File: src/verilog/bdpr_pkg.sv
package bdpr_pkg;

    // ----------------------------------------
    // register map (byte addresses)
    // ----------------------------------------
    localparam logic [7:0] BDPR_CTRL_OFS   = 8'h00;
    localparam logic [7:0] BDPR_STAT_OFS   = 8'h04;
    localparam logic [7:0] BDPR_INTST_OFS  = 8'h08;
    localparam logic [7:0] BDPR_INTEN_OFS  = 8'h0C;
    localparam logic [7:0] BDPR_INTCLR_OFS = 8'h10;

    // ----------------------------------------
    // field positions
    // ----------------------------------------
    localparam int BDPR_CTRL_PRESP_BIT = 0;
    localparam int BDPR_CTRL_SRESP_BIT = 1;
    localparam int BDPR_STAT_PMDP_BIT  = 0;
    localparam int BDPR_STAT_SMDP_BIT  = 1;
    localparam int BDPR_EV_PMDP_BIT    = 0;
    localparam int BDPR_EV_SMDP_BIT    = 1;
    localparam int BDPR_EV_PPERR_BIT   = 2;
    localparam int BDPR_EV_SPERR_BIT   = 3;
    localparam int BDPR_EV_W           = 4;

    // ----------------------------------------
    // reset values
    // ----------------------------------------
    localparam logic [1:0]          BDPR_CTRL_RST  = 2'h0;
    localparam logic [1:0]          BDPR_STAT_RST  = 2'h0;
    localparam logic [BDPR_EV_W-1:0] BDPR_EV_RST   = 4'h0;

    // ----------------------------------------
    // transfer description
    // ----------------------------------------
    typedef enum logic [1:0] {BDPR_READ, BDPR_POSTED_WR, BDPR_DELAYED_WR} bdpr_kind_t;

    typedef struct packed {
        logic       active;     // transfer is in its data phase
        bdpr_kind_t kind;
        logic       upstream;   // 1 upstream, 0 downstream
        logic       errPrim;    // data parity error found on primary bus
        logic       errSec;     // data parity error found on secondary bus
        logic       dwCompl;    // delayed write completing on target bus
    } bdpr_xfer_t;

endpackage : bdpr_pkg
File: src/verilog/bdpr_parity_report.sv
`timescale 1ns/1ns
`default_nettype none

// Function
// - primary master bit needs primary master, enable, error
// - primary bit only upstream primary-detected, enable set
// - secondary master bit needs secondary master, enable, error
// - secondary bit only downstream secondary-detected, enable set
// - primary pin only as write target/read initiator
// - primary pin on downstream delayed write forwards
// - primary pin asserts low for listed cases only
// - secondary pin only as write target/read initiator
// - secondary pin on upstream delayed write forwards
// - secondary pin asserts low for listed cases only
module bdpr_parity_report
    import bdpr_pkg::*;
(
    // clock and reset
    input  wire logic        mclk,
    input  wire logic        rst,
    // apb slave
    input  wire logic        psel,
    input  wire logic        penable,
    input  wire logic        pwrite,
    input  wire logic [7:0]  paddr,
    input  wire logic [31:0] pwdata,
    output logic [31:0]      prdata,
    output logic             pready,
    output logic             pslverr,
    // transfer in progress
    input  wire bdpr_xfer_t  xfer,
    // parity error pins, active low
    input  wire logic        primaryParityErrorPin_n_in,
    output logic             primaryParityErrorPin_n_out,
    output logic             primaryParityErrorPin_oe,
    input  wire logic        secondaryParityErrorPin_n_in,
    output logic             secondaryParityErrorPin_n_out,
    output logic             secondaryParityErrorPin_oe,
    // interrupt
    output logic             irq
);

    // ----------------------------------------
    // decode of the transfer
    // ----------------------------------------
    logic presp;
    logic sresp;
    logic isRd;
    logic isPw;
    logic isDw;
    logic up;
    logic dn;
    logic primMaster;
    logic secMaster;
    logic pPerrSeen;
    logic sPerrSeen;

    logic [1:0]           ctrl_ff;
    logic [1:0]           nxt_ctrl;
    logic [1:0]           stat_ff;
    logic [1:0]           nxt_stat;
    logic [BDPR_EV_W-1:0] intSt_ff;
    logic [BDPR_EV_W-1:0] nxt_intSt;
    logic [BDPR_EV_W-1:0] intEn_ff;
    logic [BDPR_EV_W-1:0] nxt_intEn;
    logic [31:0]          prdata_ff;
    logic [31:0]          nxt_prdata;
    logic                 pDrive_ff;
    logic                 nxt_pDrive;
    logic                 sDrive_ff;
    logic                 nxt_sDrive;

    assign presp      = ctrl_ff[BDPR_CTRL_PRESP_BIT];
    assign sresp      = ctrl_ff[BDPR_CTRL_SRESP_BIT];
    assign isRd       = xfer.active && (xfer.kind == BDPR_READ);
    assign isPw       = xfer.active && (xfer.kind == BDPR_POSTED_WR);
    assign isDw       = xfer.active && (xfer.kind == BDPR_DELAYED_WR);
    assign up         = xfer.upstream;
    assign dn         = !xfer.upstream;
    // upstream traffic makes the bridge master on primary, downstream on secondary
    assign primMaster = xfer.active && up;
    assign secMaster  = xfer.active && dn;
    assign pPerrSeen  = !primaryParityErrorPin_n_in;
    assign sPerrSeen  = !secondaryParityErrorPin_n_in;

    // ----------------------------------------
    // status set terms
    // ----------------------------------------
    logic setPmdp;
    logic setSmdp;

    always_comb
    begin
        // primary-detected error as master on primary, any upstream kind
        setPmdp = primMaster && presp && xfer.errPrim && (isRd || isPw || isDw);
        // secondary-detected error as master on secondary, any downstream kind
        setSmdp = secMaster && sresp && xfer.errSec && (isRd || isPw || isDw);
    end

    // ----------------------------------------
    // parity error pin drive
    // ----------------------------------------
    always_comb
    begin
        // primary: read initiator upstream, write target downstream
        nxt_pDrive = presp && xfer.errPrim && ((isRd && up) || ((isPw || isDw) && dn));
        // forward of a secondary-reported error on downstream delayed write
        if (isDw && dn && xfer.dwCompl && sPerrSeen && presp && sresp)
        begin
            nxt_pDrive = 1'b1;
        end
        // secondary: read initiator downstream, write target upstream
        nxt_sDrive = sresp && xfer.errSec && ((isRd && dn) || ((isPw || isDw) && up));
        if (isDw && up && xfer.dwCompl && pPerrSeen && presp && sresp)
        begin
            nxt_sDrive = 1'b1;
        end
    end

    assign primaryParityErrorPin_n_out   = !pDrive_ff;
    assign primaryParityErrorPin_oe      = pDrive_ff;
    assign secondaryParityErrorPin_n_out = !sDrive_ff;
    assign secondaryParityErrorPin_oe    = sDrive_ff;

    // ----------------------------------------
    // apb registers
    // ----------------------------------------
    logic wrEn;
    logic rdEn;
    logic [BDPR_EV_W-1:0] events;

    assign wrEn    = psel && penable && pwrite;
    assign rdEn    = psel && !penable && !pwrite;
    assign pready  = 1'b1;
    assign pslverr = 1'b0;
    assign prdata  = prdata_ff;
    assign irq     = |(intSt_ff & intEn_ff);

    always_comb
    begin
        events                     = '0;
        events[BDPR_EV_PMDP_BIT]   = setPmdp;
        events[BDPR_EV_SMDP_BIT]   = setSmdp;
        events[BDPR_EV_PPERR_BIT]  = nxt_pDrive;
        events[BDPR_EV_SPERR_BIT]  = nxt_sDrive;
        nxt_ctrl   = ctrl_ff;
        nxt_stat   = stat_ff;
        nxt_intSt  = intSt_ff;
        nxt_intEn  = intEn_ff;
        nxt_prdata = prdata_ff;
        if (wrEn)
        begin
            case (paddr)
                BDPR_CTRL_OFS:   nxt_ctrl  = pwdata[1:0];
                BDPR_STAT_OFS:   nxt_stat  = stat_ff & ~pwdata[1:0];
                BDPR_INTEN_OFS:  nxt_intEn = pwdata[BDPR_EV_W-1:0];
                BDPR_INTCLR_OFS: nxt_intSt = intSt_ff & ~pwdata[BDPR_EV_W-1:0];
                default:         nxt_ctrl  = ctrl_ff;
            endcase
        end
        // set wins over a same-cycle clear
        nxt_stat[BDPR_STAT_PMDP_BIT] = nxt_stat[BDPR_STAT_PMDP_BIT] | setPmdp;
        nxt_stat[BDPR_STAT_SMDP_BIT] = nxt_stat[BDPR_STAT_SMDP_BIT] | setSmdp;
        nxt_intSt = nxt_intSt | events;
        if (rdEn)
        begin
            case (paddr)
                BDPR_CTRL_OFS:  nxt_prdata = {30'h0000_0000, ctrl_ff};
                BDPR_STAT_OFS:  nxt_prdata = {30'h0000_0000, stat_ff};
                BDPR_INTST_OFS: nxt_prdata = {28'h000_0000, intSt_ff};
                BDPR_INTEN_OFS: nxt_prdata = {28'h000_0000, intEn_ff};
                default:        nxt_prdata = 32'h0000_0000;
            endcase
        end
    end

    always_ff @(posedge mclk)
    begin
        if (rst)
        begin
            ctrl_ff   <= BDPR_CTRL_RST;
            stat_ff   <= BDPR_STAT_RST;
            intSt_ff  <= BDPR_EV_RST;
            intEn_ff  <= BDPR_EV_RST;
            prdata_ff <= 32'h0000_0000;
            pDrive_ff <= 1'b0;
            sDrive_ff <= 1'b0;
        end
        else
        begin
            ctrl_ff   <= nxt_ctrl;
            stat_ff   <= nxt_stat;
            intSt_ff  <= nxt_intSt;
            intEn_ff  <= nxt_intEn;
            prdata_ff <= nxt_prdata;
            pDrive_ff <= nxt_pDrive;
            sDrive_ff <= nxt_sDrive;
        end
    end

    // ----------------------------------------
    // assertions
    // ----------------------------------------
    property p_pmdp_cause;
        @(posedge mclk) disable iff (rst)
        $rose(stat_ff[BDPR_STAT_PMDP_BIT]) |-> $past(primMaster && presp && xfer.errPrim);
    endproperty
    a_pmdp_cause: assert property (p_pmdp_cause) else $error("primary master bit set without cause");

    property p_pmdp_set;
        @(posedge mclk) disable iff (rst)
        (xfer.active && up && presp && xfer.errPrim) |=> stat_ff[BDPR_STAT_PMDP_BIT];
    endproperty
    a_pmdp_set: assert property (p_pmdp_set) else $error("primary master bit not set");

    property p_smdp_cause;
        @(posedge mclk) disable iff (rst)
        $rose(stat_ff[BDPR_STAT_SMDP_BIT]) |-> $past(secMaster && sresp && xfer.errSec);
    endproperty
    a_smdp_cause: assert property (p_smdp_cause) else $error("secondary master bit set without cause");

    property p_smdp_set;
        @(posedge mclk) disable iff (rst)
        (xfer.active && dn && sresp && xfer.errSec) |=> stat_ff[BDPR_STAT_SMDP_BIT];
    endproperty
    a_smdp_set: assert property (p_smdp_set) else $error("secondary master bit not set");

    property p_pperr_en;
        @(posedge mclk) disable iff (rst)
        primaryParityErrorPin_oe |-> $past(presp);
    endproperty
    a_pperr_en: assert property (p_pperr_en) else $error("primary pin driven with enable clear");

    property p_pperr_fwd;
        @(posedge mclk) disable iff (rst)
        (isDw && dn && xfer.dwCompl && sPerrSeen && presp && sresp) |=> !primaryParityErrorPin_n_out;
    endproperty
    a_pperr_fwd: assert property (p_pperr_fwd) else $error("secondary error not forwarded");

    property p_pperr_up_wr;
        @(posedge mclk) disable iff (rst)
        ((isPw || isDw) && up && !xfer.dwCompl) |=> primaryParityErrorPin_n_out;
    endproperty
    a_pperr_up_wr: assert property (p_pperr_up_wr) else $error("primary pin on upstream write");

    property p_sperr_en;
        @(posedge mclk) disable iff (rst)
        secondaryParityErrorPin_oe |-> $past(sresp);
    endproperty
    a_sperr_en: assert property (p_sperr_en) else $error("secondary pin driven with enable clear");

    property p_sperr_fwd;
        @(posedge mclk) disable iff (rst)
        (isDw && up && xfer.dwCompl && pPerrSeen && presp && sresp) |=> !secondaryParityErrorPin_n_out;
    endproperty
    a_sperr_fwd: assert property (p_sperr_fwd) else $error("primary error not forwarded");

    property p_sperr_dn_wr;
        @(posedge mclk) disable iff (rst)
        ((isPw || isDw) && dn && !xfer.dwCompl) |=> secondaryParityErrorPin_n_out;
    endproperty
    a_sperr_dn_wr: assert property (p_sperr_dn_wr) else $error("secondary pin on downstream write");

    property p_sticky;
        @(posedge mclk) disable iff (rst)
        (stat_ff[BDPR_STAT_PMDP_BIT] && !(wrEn && paddr == BDPR_STAT_OFS)) |=> stat_ff[BDPR_STAT_PMDP_BIT];
    endproperty
    a_sticky: assert property (p_sticky) else $error("status bit lost without clear");

    property p_pmdp_not_master;
        @(posedge mclk) disable iff (rst)
        (!stat_ff[BDPR_STAT_PMDP_BIT] && !primMaster) |=> !stat_ff[BDPR_STAT_PMDP_BIT];
    endproperty
    a_pmdp_not_master: assert property (p_pmdp_not_master) else $error("primary bit set off master");

    property p_pmdp_resp_off;
        @(posedge mclk) disable iff (rst)
        (!stat_ff[BDPR_STAT_PMDP_BIT] && !presp) |=> !stat_ff[BDPR_STAT_PMDP_BIT];
    endproperty
    a_pmdp_resp_off: assert property (p_pmdp_resp_off) else $error("primary bit set with enable clear");

    property p_smdp_not_master;
        @(posedge mclk) disable iff (rst)
        (!stat_ff[BDPR_STAT_SMDP_BIT] && !secMaster) |=> !stat_ff[BDPR_STAT_SMDP_BIT];
    endproperty
    a_smdp_not_master: assert property (p_smdp_not_master) else $error("secondary bit set off master");

    property p_smdp_resp_off;
        @(posedge mclk) disable iff (rst)
        (!stat_ff[BDPR_STAT_SMDP_BIT] && !sresp) |=> !stat_ff[BDPR_STAT_SMDP_BIT];
    endproperty
    a_smdp_resp_off: assert property (p_smdp_resp_off) else $error("secondary bit set with enable clear");

    property p_pperr_rd_up;
        @(posedge mclk) disable iff (rst)
        (isRd && up && presp && xfer.errPrim) |=> primaryParityErrorPin_oe;
    endproperty
    a_pperr_rd_up: assert property (p_pperr_rd_up) else $error("primary pin missed on upstream read");

    property p_pperr_wr_dn;
        @(posedge mclk) disable iff (rst)
        ((isPw || isDw) && dn && presp && xfer.errPrim) |=> primaryParityErrorPin_oe;
    endproperty
    a_pperr_wr_dn: assert property (p_pperr_wr_dn) else $error("primary pin missed on downstream write");

    property p_sperr_rd_dn;
        @(posedge mclk) disable iff (rst)
        (isRd && dn && sresp && xfer.errSec) |=> secondaryParityErrorPin_oe;
    endproperty
    a_sperr_rd_dn: assert property (p_sperr_rd_dn) else $error("secondary pin missed on downstream read");

    property p_sperr_wr_up;
        @(posedge mclk) disable iff (rst)
        ((isPw || isDw) && up && sresp && xfer.errSec) |=> secondaryParityErrorPin_oe;
    endproperty
    a_sperr_wr_up: assert property (p_sperr_wr_up) else $error("secondary pin missed on upstream write");

    property p_pperr_idle;
        @(posedge mclk) disable iff (rst)
        !xfer.active |=> !primaryParityErrorPin_oe;
    endproperty
    a_pperr_idle: assert property (p_pperr_idle) else $error("primary pin driven with no transfer");

    property p_sperr_idle;
        @(posedge mclk) disable iff (rst)
        !xfer.active |=> !secondaryParityErrorPin_oe;
    endproperty
    a_sperr_idle: assert property (p_sperr_idle) else $error("secondary pin driven with no transfer");

    property p_pperr_rd_dn;
        @(posedge mclk) disable iff (rst)
        (isRd && dn) |=> !primaryParityErrorPin_oe;
    endproperty
    a_pperr_rd_dn: assert property (p_pperr_rd_dn) else $error("primary pin on downstream read");

    property p_sperr_rd_up;
        @(posedge mclk) disable iff (rst)
        (isRd && up) |=> !secondaryParityErrorPin_oe;
    endproperty
    a_sperr_rd_up: assert property (p_sperr_rd_up) else $error("secondary pin on upstream read");

    property p_reset_clear;
        @(posedge mclk)
        rst |=> (stat_ff == BDPR_STAT_RST) && !primaryParityErrorPin_oe && !secondaryParityErrorPin_oe;
    endproperty
    a_reset_clear: assert property (p_reset_clear) else $error("state not cleared by reset");

endmodule : bdpr_parity_report

`default_nettype wire

File: config.mk
export PLATFORM = sky130hd
export DESIGN_NAME = bdpr_parity_report
export DESIGN_NICKNAME = d
export VERILOG_FILES = /design/src/verilog/bdpr_pkg.sv /design/src/verilog/bdpr_parity_report.sv
export SDC_FILE = /design/constraint.sdc
export NUM_CORES = 1
export LEC_CHECK = 0
export ABC_AREA = 1
export BUFFER_PORTS_ARGS = -buffer_cell sky130_fd_sc_hd__buf_2
export CAP_MARGIN = 20
export CORE_MARGIN = 2
export CORE_UTILIZATION = 43
export CTS_CLUSTER_DIAMETER = 100
export DETAILED_ROUTE_END_ITERATION = 12
export PLACE_DENSITY_LB_ADDON = 0.1
export SLEW_MARGIN = 40
export SYNTH_ARGS = -nofsm -noshare
export SYNTH_HDL_FRONTEND = slang
export SYNTH_SLANG_ARGS = --single-unit
File: constraint.sdc
create_clock -name mclk -period 1.8 [get_ports mclk]
set_input_delay 0.27 -clock mclk [delete_from_list [all_inputs] [get_ports mclk]]
set_output_delay 0.27 -clock mclk [all_outputs]
set_load 0.01 [all_outputs]
# Word level (Yosys, flattened, before mapping)
# Cells that the tools add are included.
dict set report totals {
  register_bits 46
  wordCells 78
}
dict set report classes {
  n_eq_ne 6
  mux 7
  n_bitwise 8
  reduce_logical 50
}
# op n
set op_table {}
lappend op_table {{$logic_and 1x1->1} 33}
lappend op_table {{$eq 8x4->1 const B} 2}
lappend op_table {{$pmux 4 s4} 1}
lappend op_table {{$and 4x4->4} 2}
lappend op_table {{$eq 8x3->1 const B} 1}
lappend op_table {{$eq 8x5->1 const B} 1}
lappend op_table {{$logic_not 8->1} 1}
lappend op_table {{$mux 4} 2}
lappend op_table {{$logic_not 1->1} 7}
lappend op_table {{$logic_or 1x1->1} 5}
lappend op_table {{$mux 2} 2}
lappend op_table {{$not 4->4} 1}
lappend op_table {{$or 4x4->4} 1}
lappend op_table {{$reduce_and 2->1} 2}
lappend op_table {{$reduce_or 4->1} 1}
lappend op_table {{$and 2x2->2} 1}
lappend op_table {{$eq 2x1->1 const B} 1}
lappend op_table {{$eq 2x2->1 const B} 1}
lappend op_table {{$logic_not 2->1} 1}
lappend op_table {{$mux 1} 2}
lappend op_table {{$not 2->2} 1}
lappend op_table {{$or 1x1->1} 2}

# Logic depth before layout (Yosys ltp)
dict set report depth {
  depth_word 9
  ltp_mapped 9
}

# Least setup slack after synthesis
# No wires, ideal clock.
dict set report synth_path {
  path_type {input to register}
  from {input paddr[7]}
  to {register stat_ff[0]}
  arrival_ns 0.943
  required_ns 1.665
  slack_ns 0.722
  stages 7
  n_path_buf 1
  path_cell_list {nor2_2 > nand2_1 > clkinv_2 > buf_6 > nand2_2 > o31ai_1 > a21oi_1}
}
dict set report synth_between {
  elab_chain_len 4
}
# item line_no
set synth_lines {}
lappend synth_lines {{start: declaration} bdpr_parity_report.sv:25} ;# input wire logic [7:0] paddr,
lappend synth_lines {{$eq 8x3->1} bdpr_parity_report.sv:153} ;# case (paddr)
lappend synth_lines {{$mux 2} bdpr_parity_report.sv:153}
lappend synth_lines {{$mux 2} bdpr_parity_report.sv:151} ;# if (wrEn)
lappend synth_lines {{$or 1x1->1} bdpr_parity_report.sv:162} ;# nxt_stat[BDPR_STAT_PMDP_BIT] = nxt_stat[BDPR_STAT_PMDP_BIT] | setPmdp;
lappend synth_lines {{end signal: assignment} bdpr_parity_report.sv:192} ;# stat_ff <= nxt_stat;
lappend synth_lines {{end: declaration} bdpr_parity_report.sv:60} ;# logic [1:0] stat_ff;
# No other way between the ends.
# A chain may end at the register's enable or synchronous reset.

# Worst setup path after layout
dict set report layout_path {
  from {register intSt_ff[0]}
  to {output irq}
}
dict set report layout_between {
  elab_chain_len 2
}
# item line_no
set layout_lines {}
lappend layout_lines {{start: declaration} bdpr_parity_report.sv:62} ;# logic [BDPR_EV_W-1:0] intSt_ff;
lappend layout_lines {{start signal: assignment} bdpr_parity_report.sv:193} ;# intSt_ff <= nxt_intSt;
lappend layout_lines {{$and 4x4->4} bdpr_parity_report.sv:137} ;# assign irq = |(intSt_ff & intEn_ff);
lappend layout_lines {{$reduce_or 4->1} bdpr_parity_report.sv:137}
lappend layout_lines {{end: declaration} bdpr_parity_report.sv:40} ;# output logic irq
# No other way between the ends.

==> metrics.md <==
| Metric | Value |
|---|---|
| Status | complete, no violations |
| Global-route wire length before repair | 3808 µm |
| CTS tree | done |
| Final Total Pwr | 0.0007543 W |
| Post-synth top area cell | dfxtp_1 |
| TritonCTS Buffers | 3 |
| Post-synth top area share | 0.2849 |
| Met3 wire len | 145 µm |
| Layout fillers | 314 |
| Fin crit share | 0.6789 |
| Core ar. | 2781 µm² |
| Drt total wl | 2360 µm |
| Final setup viols | 0 |
| Leakage power | 0.7492 nW |
| Startpoint types | register |
| Die H | 58.24 µm |
| Register-to-Register Path Depth | 6 |
| ANT cells | 0 |
| DR vias/cell | 4.589 |
| # port buffers | 34 |
| Fraction of the yosys area taken by sequential cells | 0.2849 |
| Fin. Hold Viols | 0 |
| Most frequent cells in the layout | 41 x nand2_1, 34 x buf_2, 30 x conb_1, 22 x inv_1, 22 x nand3_1 |
| Worst EP required | 1.53 ns |
| Clock Path Buffers | 2 |
| Largest net degree at the start of global routing | 15 |
| Top Layer Used | met4 |
| Final net count | 277 |
| Util after Layout | 0.4944 |
| WL met1 | 938 µm |
| Clock transition at the registers of the reported paths | 0.10 ns |
| Synth unique cells | 24 |
| RSZ-0062 raised after global routing | false |
| Syn-to-layout area delta | 8.704% |
| Hold path cells | 3 |
| Initial antenna violation count | 0 |
| Initial DRC Count | 27 |
| Post-CTS Setup Inserts | 0 |
| Post-synth EDFFs | 0 |
| Maximum VDD drop | 428.7 µV |
| Sink Count | 18 |
| Crit path time final | 1.222 ns |
| Setup CP Type | reg -> out |
| Flops & latches, synth | 18 |
| Worst Hold Class | in -> reg |
| Vias in the first global route | 972 |
| Min-Delay Startpoint | pwdata[3] |
| Routed wl met2 | 1266 µm |
| Clock Skew | 0.004460 ns |
| Most common cell after layout, fill and taps aside | nand2_1 |
| Post-DP HPWL | 2082 µm |
| RePlAce Congestion | 0.8483 |
| DRT antenna net count | 0 |
| Ys Warns | 0 |
| Gr usage total | 0.1463 |
| CP Launch Point | intSt_ff[0] |
| Grt ovf | 0 |
| Async SR Flop Fraction | 0 |
| Site Rows | 19 |
| Highest Clock Rate | 818.3 MHz |
| Setup TNS | 0 ns |
| Reg-to-Reg Start | ctrl_ff[0] |
| Die Wd | 58.24 µm |
| Ports | 93 |
| CTS Root Cell | clkbuf_4 |
| Avg Cell Area, Syn | 6.729 µm² |
| Crit path DAT | 0.95 ns |
| Layout cells sized above 1 | 0.2252 |
| Critical path endpoint category | primary output |
| Max Cap Viol | 0 |
| Pwr dens | 548.5 nW/µm² |
| Largest cells by area after synthesis | dfxtp_1 28%, buf_4 18%, nand2_1 12% |
| Slew Limit Fails | 0 |
| WL per Instance | 9.328 µm |
| Synth Flop Type | dfxtp_1 |
| Cell count after synthesis | 188 |
| CP Max Fanout | 3 |
| Synth Cell Area | 1265 µm² |
| DRC viols | 0 |
| CTS-repair resized insts | 0 |
| Initial Utilization | 0.4548 |
| Total number of H-tree levels | 1 |
| Hold bufs inserted after CTS | 0 |
| DRT Pass-1 Iters | 4 |
| Die ar. | 3392 µm² |
| DR vias | 1,161 |
| Clk_lat worst skew | 0.29 ns |
==> critical path, stage by stage (launching register included) <==
cell	delay [ns]
dfxtp_1	0.37
nand2_1	0.07
nand4_1	0.08
buf_2	0.13
==> registers in the layout, summed over array words and instances, names as in the netlist <==
signal and flops:
primaryParityErrorPin_oe 1, ctrl_ff 2, stat_ff 2, secondaryParityErrorPin_oe 1, prdata 4, intSt_ff 4
intEn_ff 4
==> stage by stage <==
stage	hold WS, ns	cells	cell area (µm²)	setup slack, ns
4_1_cts	0.2386	253	1375	0.5634
6_report	0.2469	253	1375	0.5780
2_1_floorplan	0.3391	216	1370	0.7216
3_5_place_dp	0.4538	249	1339	0.5279
5_1_grt	0.2423	253	1375	0.4897
3_3_place_gp	0.4495	249	1339	0.5579
==> where the power goes <==
group	total, W	internal [W]	switching, W
Sequential	0.000398	0.000398	0.0000000662
Combinational	0.000110	0.0000309	0.0000795
Clock	0.000246	0.000123	0.000123
Total	0.000754	0.000552	0.000202
==> synth_stat cells, types with 2 or more instances <==
cell	instances
a21oi_2	2
a211oi_2	2
a21oi_1	10
buf_4	30
o21ai_1	2
o31ai_1	2
dfxtp_1	18
nand4_1	4
nor2_1	17
conb_1	2
o21ai_0	3
inv_1	22
nand3_1	22
nand2_2	2
nand2_1	41
==> per-layer routing <==
layer	track usage	up-vias
met4	0.05980	0
met2	0.2857	48
li1	-	606
met5	0	-
met3	0.02902	2
met1	0.1489	505
==> cells by family (layout without fill, tap and decap cells) <==
group,Yosys count,count (layout),synth area share
simple gates,92,92,0.3452
buf+inv,55,61,0.2591
compound gates,21,21,0.1048
flops,18,18,0.2849
other cells,2,30,0.005937
==> cell type report <==
type / count / area [µm²] / share of cell area
inverter: 23 / 87.58 / 0.06369
sequential: 18 / 360.3 / 0.2621
multi-input combinational: 143 / 681.9 / 0.4959
clock buffer: 4 / 36.28 / 0.02639
timing repair buffer: 34 / 170.2 / 0.1237
tap: 31 / 38.79 / 0.02821
==> path summary, 6_finish.rpt <==
kind | to | slack, ns
worst max-delay path | irq | 0.58
worst min-delay path | intEn_ff[3] | 0.25
worst max register to register | intSt_ff[3] | 0.76
worst min register to register | prdata[3] | 0.47
No activity file was read; power rests on OpenSTA's default activity.
